**src/core/pdb_pkg.sv**
```systemverilog
package pdb_pkg;

	// Register indices; byte address is four times the index
	localparam logic [7:0] REG_TENBASE_IDX  = 8'h1a;
	localparam logic [7:0] REG_ERRGAP_IDX   = 8'h1b;
	localparam logic [7:0] REG_PKTLEN_IDX   = 8'h1c;
	localparam logic [7:0] REG_DIAG_IDX     = 8'h1e;
	localparam logic [7:0] REG_IRQ_STAT_IDX = 8'h20;
	localparam logic [7:0] REG_IRQ_MASK_IDX = 8'h21;

	// tenbase_status_control fields
	localparam int TB_LOWTH_BIT   = 13;
	localparam int TB_SQ_LSB      = 9;
	localparam int TB_SQ_MSB      = 12;
	localparam int TB_NLPDIS_BIT  = 7;
	localparam int TB_POL_BIT     = 4;
	localparam int TB_JABDIS_BIT  = 0;
	localparam logic [3:0] TB_SQ_RESET = 4'h0;
	// 200 mV + 8 * 50 mV = 600 mV
	localparam logic [3:0] TB_SQ_MAX   = 4'h8;

	// selftest_errcount_gap fields
	localparam int EG_SNAP_BIT = 15;
	localparam int EG_CNT_LSB  = 8;
	localparam int EG_CNT_MSB  = 15;
	localparam int EG_IPG_MSB  = 7;
	localparam logic [7:0] EG_IPG_RESET = 8'h7d;

	// selftest_packet_length fields
	localparam int PL_LEN_MSB = 10;
	localparam logic [10:0] PL_LEN_RESET = 11'h5dc;

	// cable_diag_control fields
	localparam int CD_START_BIT = 15;
	localparam int CD_LQ_LSB    = 8;
	localparam int CD_LQ_MSB    = 9;
	localparam int CD_DONE_BIT  = 1;
	localparam int CD_FAIL_BIT  = 0;

	// Interrupt status and mask bits
	localparam int IRQ_W          = 4;
	localparam int IRQ_DONE_BIT   = 0;
	localparam int IRQ_FAIL_BIT   = 1;
	localparam int IRQ_POL_BIT    = 2;
	localparam int IRQ_ERRSAT_BIT = 3;
	localparam logic [IRQ_W-1:0] IRQ_MASK_RESET = 4'h0;

	localparam int ERR_W = 8;
	localparam logic [ERR_W-1:0] ERR_MAX = 8'hff;

	typedef enum logic [1:0] {
		PDB_LQ_RSVD,
		PDB_LQ_GOOD,
		PDB_LQ_MID,
		PDB_LQ_POOR
	} pdb_lq_t;

	typedef struct packed {
		logic       low_thresh;
		logic [3:0] squelch;
		logic       nlp_disable;
		logic       jabber_disable;
	} pdb_tenbase_cfg_t;

	typedef struct packed {
		logic [7:0]  ipg_bytes;
		logic [10:0] pkt_len;
	} pdb_selftest_cfg_t;

	typedef struct packed {
		logic    done;
		logic    fail;
		pdb_lq_t quality;
	} pdb_diag_res_t;

endpackage

```
**src/core/pdb_err_counter.sv**
```systemverilog
`timescale 1ns/1ps
`default_nettype none

module pdb_err_counter
	import pdb_pkg::*;
#(
	parameter int W = ERR_W
) (
	input  wire logic         clk_sys,
	input  wire logic         reset,
	input  wire logic         err_byte,
	input  wire logic         count_wrap,
	input  wire logic         freeze,
	input  wire logic         snap,
	input  wire logic         release_hold,
	output logic [W-1:0]      count_shown,
	output logic              saturated
);

	initial begin
		if (W < 1 || W > 8) begin
			$error("pdb_err_counter: W must be 1..8");
		end
	end

	localparam logic [W-1:0] CNT_MAX = {W{1'b1}};

	logic [W-1:0] running;
	logic         hold;
	logic         at_max;
	logic [W-1:0] next_running;
	logic         next_hold;

	assign at_max = (running == CNT_MAX);
	assign saturated = err_byte && at_max && !count_wrap && !snap;

	// Saturate unless wrap mode is selected
	always_comb begin
		next_running = running;
		if (snap) begin
			next_running = '0;
		end else if (err_byte && (count_wrap || !at_max)) begin
			next_running = running + 1'b1;
		end
	end

	// Hold keeps the shown value still for successive reads
	always_comb begin
		next_hold = hold;
		if (snap || freeze) begin
			next_hold = 1'b1;
		end else if (release_hold) begin
			next_hold = 1'b0;
		end
	end

	always_ff @(posedge clk_sys or posedge reset) begin
		if (reset) begin
			running     <= '0;
			hold        <= 1'b0;
			count_shown <= '0;
		end else begin
			running <= next_running;
			hold    <= next_hold;
			if (snap) begin
				count_shown <= running;
			end else if (!hold && !freeze) begin
				count_shown <= next_running;
			end
		end
	end

endmodule // pdb_err_counter

`default_nettype wire

```
**src/core/pdb_regs.sv**
```systemverilog
// The AHB-Lite interface to the registers was decided locally.
`timescale 1ns/1ps
`default_nettype none

// Contract
// - reserved bits ignore writes, read zero
// - bit 13 selects lower receive threshold
// - bits 12:9 squelch, 50mV steps, 200mV reset
// - bit 7 stops normal link pulses
// - bit 4 reports inverted receive polarity
// - polarity mirrored; control read clears both
// - bit 0 disables jabber in 10Mb
// - bits 15:8 count erroneous self-test bytes
// - count saturates at 0xFF in mode zero
// - writing bit 15 latches, clears counter
// - bits 7:0 packet gap, reset 0x7D
// - bits 10:0 packet length, reset 0x5DC
// - bit 15 starts diagnostics, cleared at done
// - bits 9:8 link quality code
// - bit 1 reads done after measurement
// - bit 0 reads failed measurement
module pdb_regs
	import pdb_pkg::*;
#(
	parameter int ADDR_W = 12
) (
	input  wire logic              clk_sys,
	input  wire logic              reset,
	// AHB-Lite slave
	input  wire logic              hsel,
	input  wire logic [ADDR_W-1:0] haddr,
	input  wire logic [1:0]        htrans,
	input  wire logic              hwrite,
	input  wire logic [2:0]        hsize,
	input  wire logic [31:0]       hwdata,
	input  wire logic              hready,
	output logic                   hreadyout,
	output logic                   hresp,
	output logic [31:0]            hrdata,
	// 10 Mb/s receiver side
	input  wire logic              pol_inverted,
	output pdb_tenbase_cfg_t       tenbase_cfg,
	output logic                   phy_status_polarity,
	// Self-test generator and checker side
	input  wire logic              prbs_err_byte,
	input  wire logic              prbs_count_wrap,
	input  wire logic              selftest_ctrl_wr01,
	output pdb_selftest_cfg_t      selftest_cfg,
	// Cable diagnostic engine side
	input  wire pdb_diag_res_t     diag_result,
	output logic                   diag_start,
	// Interrupt
	output logic                   irq
);

	// Upper address bits are compared, so at least one must lie above the index
	initial begin
		if (ADDR_W < 11 || ADDR_W > 32) begin
			$error("pdb_regs: ADDR_W must be 11..32");
		end
		if (ERR_W != EG_CNT_MSB - EG_CNT_LSB + 1) begin
			$error("pdb_regs: error count must fill its field");
		end
		if (IRQ_W > 32) begin
			$error("pdb_regs: interrupt bits must fit one word");
		end
	end

	localparam logic [1:0] HTRANS_NONSEQ = 2'b10;
	localparam logic [1:0] HTRANS_SEQ    = 2'b11;

	// Address phase capture
	// Write data lags its address by a cycle, so the address is kept
	logic              dp_valid;
	logic              dp_write;
	logic [7:0]        dp_idx;
	logic              dp_word;

	wire               ap_take = hsel && hready && (htrans == HTRANS_NONSEQ || htrans == HTRANS_SEQ);
	wire  [7:0]        ap_idx  = haddr[9:2];
	wire               ap_word = (haddr[ADDR_W-1:10] == '0) && (haddr[1:0] == 2'b00);

	always_ff @(posedge clk_sys or posedge reset) begin
		if (reset) begin
			dp_valid <= 1'b0;
			dp_write <= 1'b0;
			dp_idx   <= 8'h00;
			dp_word  <= 1'b0;
		end else begin
			dp_valid <= ap_take;
			dp_write <= hwrite;
			dp_idx   <= ap_idx;
			dp_word  <= ap_word;
		end
	end

	// Zero wait states, always OKAY
	assign hreadyout = 1'b1;
	assign hresp     = 1'b0;

	// Data phase decode
	// Size is not checked; every word-aligned access acts on a whole word
	wire dp_hit     = dp_valid && dp_word;
	wire sel_tb     = dp_hit && (dp_idx == REG_TENBASE_IDX);
	wire sel_eg     = dp_hit && (dp_idx == REG_ERRGAP_IDX);
	wire sel_pl     = dp_hit && (dp_idx == REG_PKTLEN_IDX);
	wire sel_cd     = dp_hit && (dp_idx == REG_DIAG_IDX);
	wire sel_ist    = dp_hit && (dp_idx == REG_IRQ_STAT_IDX);
	wire sel_imk    = dp_hit && (dp_idx == REG_IRQ_MASK_IDX);

	wire wr_tb      = sel_tb  && dp_write;
	wire wr_eg      = sel_eg  && dp_write;
	wire wr_pl      = sel_pl  && dp_write;
	wire wr_cd      = sel_cd  && dp_write;
	wire wr_imk     = sel_imk && dp_write;
	wire rd_tb      = sel_tb  && !dp_write;
	wire rd_ist     = sel_ist && !dp_write;

	// tenbase_status_control
	// Polarity is read-only; a write to bit 4 has no effect
	logic       low_thresh;
	logic [3:0] squelch;
	logic       nlp_disable;
	logic       jabber_disable;
	logic       pol_flag;

	always_ff @(posedge clk_sys or posedge reset) begin
		if (reset) begin
			low_thresh     <= 1'b0;
			squelch        <= TB_SQ_RESET;
			nlp_disable    <= 1'b0;
			jabber_disable <= 1'b0;
		end else if (wr_tb) begin
			low_thresh     <= hwdata[TB_LOWTH_BIT];
			squelch        <= hwdata[TB_SQ_MSB:TB_SQ_LSB];
			nlp_disable    <= hwdata[TB_NLPDIS_BIT];
			jabber_disable <= hwdata[TB_JABDIS_BIT];
		end
	end

	// Detection beats the clear of a read in the same cycle
	always_ff @(posedge clk_sys or posedge reset) begin
		if (reset) begin
			pol_flag <= 1'b0;
		end else if (pol_inverted) begin
			pol_flag <= 1'b1;
		end else if (rd_tb) begin
			pol_flag <= 1'b0;
		end
	end

	// Squelch codes above 600 mV are held at the top step
	wire [3:0] squelch_eff = (squelch > TB_SQ_MAX) ? TB_SQ_MAX : squelch;

	assign tenbase_cfg = '{
		low_thresh:     low_thresh,
		squelch:        squelch_eff,
		nlp_disable:    nlp_disable,
		jabber_disable: jabber_disable
	};
	// The status-register copy is the same flop, so only control reads clear it
	assign phy_status_polarity        = pol_flag;

	// selftest_errcount_gap and selftest_packet_length
	// Reserved bits of both words are dropped here, never stored
	logic [7:0]       ipg_bytes;
	logic [10:0]      pkt_len;
	logic [ERR_W-1:0] err_shown;
	logic             err_saturated;

	always_ff @(posedge clk_sys or posedge reset) begin
		if (reset) begin
			ipg_bytes <= EG_IPG_RESET;
			pkt_len   <= PL_LEN_RESET;
		end else begin
			if (wr_eg) begin
				ipg_bytes <= hwdata[EG_IPG_MSB:0];
			end
			if (wr_pl) begin
				pkt_len <= hwdata[PL_LEN_MSB:0];
			end
		end
	end

	assign selftest_cfg = '{
		ipg_bytes: ipg_bytes,
		pkt_len:   pkt_len
	};

	// Any write with bit 15 low ends a hold, so gap writes release it too
	wire snap_wr    = wr_eg && hwdata[EG_SNAP_BIT];
	wire release_wr = wr_eg && !hwdata[EG_SNAP_BIT];

	pdb_err_counter #(
		.W (ERR_W)
	) u_err_counter (
		.clk_sys      (clk_sys),
		.reset        (reset),
		.err_byte     (prbs_err_byte),
		.count_wrap   (prbs_count_wrap),
		.freeze       (selftest_ctrl_wr01),
		.snap         (snap_wr),
		.release_hold (release_wr),
		.count_shown  (err_shown),
		.saturated    (err_saturated)
	);

	// cable_diag_control
	logic    diag_run;
	logic    diag_done;
	logic    diag_fail;
	pdb_lq_t link_quality;

	// Completion beats a same-cycle start write; software restarts afterwards
	always_ff @(posedge clk_sys or posedge reset) begin
		if (reset) begin
			diag_run  <= 1'b0;
			diag_done <= 1'b0;
			diag_fail <= 1'b0;
		end else if (diag_run && diag_result.done) begin
			diag_run  <= 1'b0;
			diag_done <= 1'b1;
			diag_fail <= diag_result.fail;
		end else if (wr_cd) begin
			diag_run <= hwdata[CD_START_BIT];
			if (hwdata[CD_START_BIT]) begin
				diag_done <= 1'b0;
				diag_fail <= 1'b0;
			end
		end
	end

	// Quality is sampled continuously; software checks link status first
	always_ff @(posedge clk_sys or posedge reset) begin
		if (reset) begin
			link_quality <= PDB_LQ_RSVD;
		end else begin
			link_quality <= diag_result.quality;
		end
	end

	assign diag_start = diag_run;

	// Interrupt status and mask
	logic [IRQ_W-1:0] irq_status;
	logic [IRQ_W-1:0] irq_mask;
	logic [IRQ_W-1:0] irq_event;
	logic [IRQ_W-1:0] next_irq_status;

	// Polarity raises an event on a fresh detection only, not while it persists
	always_comb begin
		irq_event                 = '0;
		irq_event[IRQ_DONE_BIT]   = diag_run && diag_result.done;
		irq_event[IRQ_FAIL_BIT]   = diag_run && diag_result.done && diag_result.fail;
		irq_event[IRQ_POL_BIT]    = pol_inverted && !pol_flag;
		irq_event[IRQ_ERRSAT_BIT] = err_saturated;
	end

	// Read clears, but a new event in the same cycle survives
	assign next_irq_status = (rd_ist ? '0 : irq_status) | irq_event;

	always_ff @(posedge clk_sys or posedge reset) begin
		if (reset) begin
			irq_status <= '0;
			irq_mask   <= IRQ_MASK_RESET;
		end else begin
			irq_status <= next_irq_status;
			if (wr_imk) begin
				irq_mask <= hwdata[IRQ_W-1:0];
			end
		end
	end

	// Level output; it drops as soon as software reads the status
	assign irq = |(irq_status & irq_mask);

	// Read-back; unnamed bits stay zero
	logic [15:0] rd_tb_val;
	logic [15:0] rd_eg_val;
	logic [15:0] rd_pl_val;
	logic [15:0] rd_cd_val;

	always_comb begin
		rd_tb_val                        = 16'h0000;
		rd_tb_val[TB_LOWTH_BIT]          = low_thresh;
		rd_tb_val[TB_SQ_MSB:TB_SQ_LSB]   = squelch;
		rd_tb_val[TB_NLPDIS_BIT]         = nlp_disable;
		rd_tb_val[TB_POL_BIT]            = pol_flag;
		rd_tb_val[TB_JABDIS_BIT]         = jabber_disable;
	end

	always_comb begin
		rd_eg_val                        = 16'h0000;
		rd_eg_val[EG_CNT_MSB:EG_CNT_LSB] = err_shown;
		rd_eg_val[EG_IPG_MSB:0]          = ipg_bytes;
	end

	always_comb begin
		rd_pl_val                        = 16'h0000;
		rd_pl_val[PL_LEN_MSB:0]          = pkt_len;
	end

	// Start bit reads back as the request still pending
	always_comb begin
		rd_cd_val                        = 16'h0000;
		rd_cd_val[CD_START_BIT]          = diag_run;
		rd_cd_val[CD_LQ_MSB:CD_LQ_LSB]   = link_quality;
		rd_cd_val[CD_DONE_BIT]           = diag_done;
		rd_cd_val[CD_FAIL_BIT]           = diag_fail;
	end

	wire rd_any = dp_hit && !dp_write;

	logic [31:0] rd_word;

	// Data-phase mux of register flops; holds stable for the whole data phase
	always_comb begin
		rd_word = 32'h0000_0000;
		if (!rd_any) begin
			rd_word = 32'h0000_0000;
		end else if (sel_tb) begin
			rd_word = {16'h0000, rd_tb_val};
		end else if (sel_eg) begin
			rd_word = {16'h0000, rd_eg_val};
		end else if (sel_pl) begin
			rd_word = {16'h0000, rd_pl_val};
		end else if (sel_cd) begin
			rd_word = {16'h0000, rd_cd_val};
		end else if (sel_ist) begin
			rd_word = {{(32-IRQ_W){1'b0}}, irq_status};
		end else if (sel_imk) begin
			rd_word = {{(32-IRQ_W){1'b0}}, irq_mask};
		end
	end

	// Unmapped and misaligned reads fall through to zero
	assign hrdata = rd_word;

endmodule // pdb_regs

`default_nettype wire

```
**config.mk**
```make
export PLATFORM = sky130hd
export DESIGN_NAME = pdb_regs
export DESIGN_NICKNAME = d
export VERILOG_FILES = /design/src/core/pdb_pkg.sv /design/src/core/pdb_err_counter.sv /design/src/core/pdb_regs.sv
export SDC_FILE = /design/constraint.sdc
export NUM_CORES = 1
export LEC_CHECK = 0
export BUFFER_PORTS_ARGS = -buffer_cell sky130_fd_sc_hd__clkbuf_2
export CORE_MARGIN = 3
export CORE_UTILIZATION = 54
export CTS_CLUSTER_DIAMETER = 50
export DETAILED_ROUTE_END_ITERATION = 16
export GPL_TIMING_DRIVEN = 1
export PLACE_DENSITY_LB_ADDON = 0.15
export RECOVER_POWER = 50
export SYNTH_ARGS = -nofsm -noshare
export SYNTH_HDL_FRONTEND = slang
export SYNTH_SLANG_ARGS = --single-unit
```
**constraint.sdc**
```tcl
create_clock -name clk_sys -period 5.8 [get_ports clk_sys]
set_clock_uncertainty 0.05 [all_clocks]
set_input_delay 0.58 -clock clk_sys [delete_from_list [all_inputs] [get_ports clk_sys]]
set_output_delay 0.58 -clock clk_sys [all_outputs]
set_load 0.02 [all_outputs]
```
==> flow_metrics.tcl <==
set metrics [dict create \
    status "complete, but fails checks" \
    violations "max-capacitance violations, max-slew violations" \
    avgRoutedWirePerCell_um 17.4 \
    start_util_pct 56.2 \
    io_buffers 85 \
    hold_viol 0 \
    diodes 0 \
    min-delay-path-class "in -> reg" \
    ys_types 58 \
    cts_tree "built" \
    max_slew_margin_pct -136 \
    dieArea_um2 7700 \
    area_growth_pct 14.1 \
    root_buffer "clkbuf_8" \
    avgSynthCellArea_um2 10.9 \
    grt_pass1_vias 2691 \
    drive_gt1_share_pct 35.7 \
    synth_ff_type "dfrtp_1" \
    h-tree-depth 3 \
    drc 0 \
    fillers 563 \
    start_kind "input port" \
    clk_path_buf_depth 2 \
    worstSetupPathType "in -> async" \
    cts_sinks 68 \
    post-route-period-util_pct 62.5 \
    core_area_um2 6420 \
    finalNetCount 472 \
    first_iter_violations 270 \
    critPathCaptureType "asynchronous set/reset pin" \
    ys_ff_latch 68 \
    firstDrtPassIters 5 \
    fin_crit_ps 3620 \
    leakage_nw 1.87 \
    fmax_ghz 0.276 \
    row_count 29 \
    cts_buffers 9 \
    stdcell_area_um2 4120 \
    ys_seq_area_share_pct 47.6 \
    vias 2888 \
    rsz0062_at_grt "false" \
    vdd_drop_max_mv 0.206 \
    grt_max_degree 69 \
    worst_pin_slew_ps 3540 \
    place.gp.congestion 0.847 \
    die_y_um 87.8 \
    maxCapViolations 1 \
    syn_inst 331 \
    grt-ovfl-total 0 \
    cp.required_ps 5390 \
    finalSetupTns_ps 0 \
    track_usage_pct 23.3 \
    setup_viol 0 \
    die_w_um 87.8 \
    ios 125 \
    synth_edf_count 0 \
    place_area_um2 3970 \
    holdBufCountCts 0 \
    cp.arrival_ps 3220 \
    stdcell_count 491 \
    ctsResizeCount 0 \
    netlist_area_um2 3610 \
    path_max_fanout 68 \
    ant_nets 0 \
    grt_first_pass_wirelength_um 13600 \
    p_per_area_nw_per_um2 268 \
    place_inst 475 \
    dp_hpwl_um 6250 \
    synth-async-reset-ratio_pct 100 \
    wirelength_um 8560 \
    path_clk_slew_ps 70 \
    regArea_um2 1720 \
    routed_via_density 5.88 \
    antenna_found_initial 0 \
    post_cts_buffers 0 \
    slew_violations 69 \
    yosysWarnings 0 \
    clock_latency_ps 340 \
    multi_input_area_um2 1680 \
]
==> state kept, by name, indices dropped and copies added (netlist names), 2 cells and up <==
signal	flops
ipg_bytes	8
u_err_counter.count_shown	8
pkt_len	11
squelch	4
irq_mask	4
dp_idx	8
u_err_counter.running	8
link_quality	2
irq_status	4
==> report_power, final <==
group	internal, mW	total (mW)	switching (mW)
Combinational	0.0790	0.172	0.0934
Sequential	0.526	0.589	0.0629
Clock	0.166	0.344	0.179
Total	0.771	1.11	0.335
==> kinds of logic (layout without fill, tap and decap cells) <==
group	Yosys count	in the layout	share of synthesized area [%]
simple gates	99	99	16.1
fa+ha+maj	1	1	0.346
mux	42	42	13.8
other cells	2	18	0.208
flops	68	68	47.6
compound gates	68	68	12.7
buf+inv	44	111	7.55
xor+xnor	7	7	1.70
==> layer usage <==
metal,up-vias,global-route usage (%),routed length [um],share of wire (%)
met4,0,6.28,199,2.3
met3,31,6.30,719,8.4
met1,1372,32.6,3770,44
li1,1333,-,-,-
met2,152,36.2,3860,45
met5,-,0,0,0
==> synth_stat cells (4+ instances only) <==
cell / count / area (um2)
inv_1: 8 / 30.0
a32oi_1: 4 / 35.0
mux2i_1: 10 / 100
nand2_1: 19 / 71.3
dfrtp_1: 55 / 1380
mux2_4: 10 / 150
dfstp_2: 13 / 342
xnor2_1: 4 / 35.0
nor3_1: 9 / 45.0
nor2_1: 21 / 78.8
a211oi_1: 4 / 30.0
mux2_2: 22 / 248
nand3_1: 6 / 30.0
buf_4: 21 / 158
a21oi_1: 15 / 75.1
nor2b_1: 4 / 25.0
nand4_1: 5 / 31.3
clkbuf_1: 10 / 37.5
a2bb2oi_1: 4 / 35.0
o22ai_1: 5 / 31.3
o21ai_0: 13 / 65.1
nor4_1: 6 / 37.5
o2bb2ai_1: 5 / 43.8
==> layout make-up <==
| class | count | area share [%] |
|---|---|---|
| multi-input cells | 235 | 40.8 |
| flip-flops and latches | 68 | 41.7 |
| repair buffers | 87 | 10.3 |
| clock buffers | 12 | 3.52 |
| clock inverters | 4 | 0.607 |
| well taps | 77 | 2.34 |
| inverters | 8 | 0.729 |
==> worst paths after layout <==
kind / slack, ps / depth (start not counted) / to / startpoint
max in group clk_sys: 2320 / 5 / hrdata[1] / dp_idx[0]
worst max-delay path: 2180 / 3 / u_err_counter.count_shown[3] / reset
worst min register to register: 430 / 1 / diag_done / diag_done
worst min-delay path: 290 / 1 / dp_idx[3] / haddr[5]
min in group asynchronous: 1520 / 3 / pkt_len[1] / reset
worst max register to register: 3050 / 4 / u_err_counter.count_shown[2] / dp_idx[0]
==> metrics by stage <==
stage / setup slack [ps] / util (%) / power, mW / hold WS (ps)
2_1_floorplan: 3120 / - / 0.726 / 400
4_1_cts: 2330 / 64.4 / 1.11 / 283
3_3_place_gp: 2780 / 61.7 / 0.764 / 409
6_report: 2180 / 64.2 / 1.11 / 292
5_1_grt: 1480 / 64.2 / 1.16 / 273
3_5_place_dp: 2710 / 61.7 / 0.769 / 420
==> critical path, cell delays in order <==
cell,delay (ps)
clkbuf_2,80
inv_1,40
clkbuf_1,2480
==> cells in the final DEF, fill, tap and decap left out, types with 6 or more instances in the layout <==
cell	count
dfstp_2	13
clkbuf_2	76
o21ai_0	13
mux2_2	22
clkbuf_1	12
conb_1	18
nor4_1	6
nand3_1	6
mux2_4	10
mux2i_1	10
inv_1	8
clkbuf_8	10
dfrtp_1	55
nor3_1	9
nand2_1	19
a21oi_1	15
nor2_1	21
No activity file was read; power rests on OpenSTA's default activity.
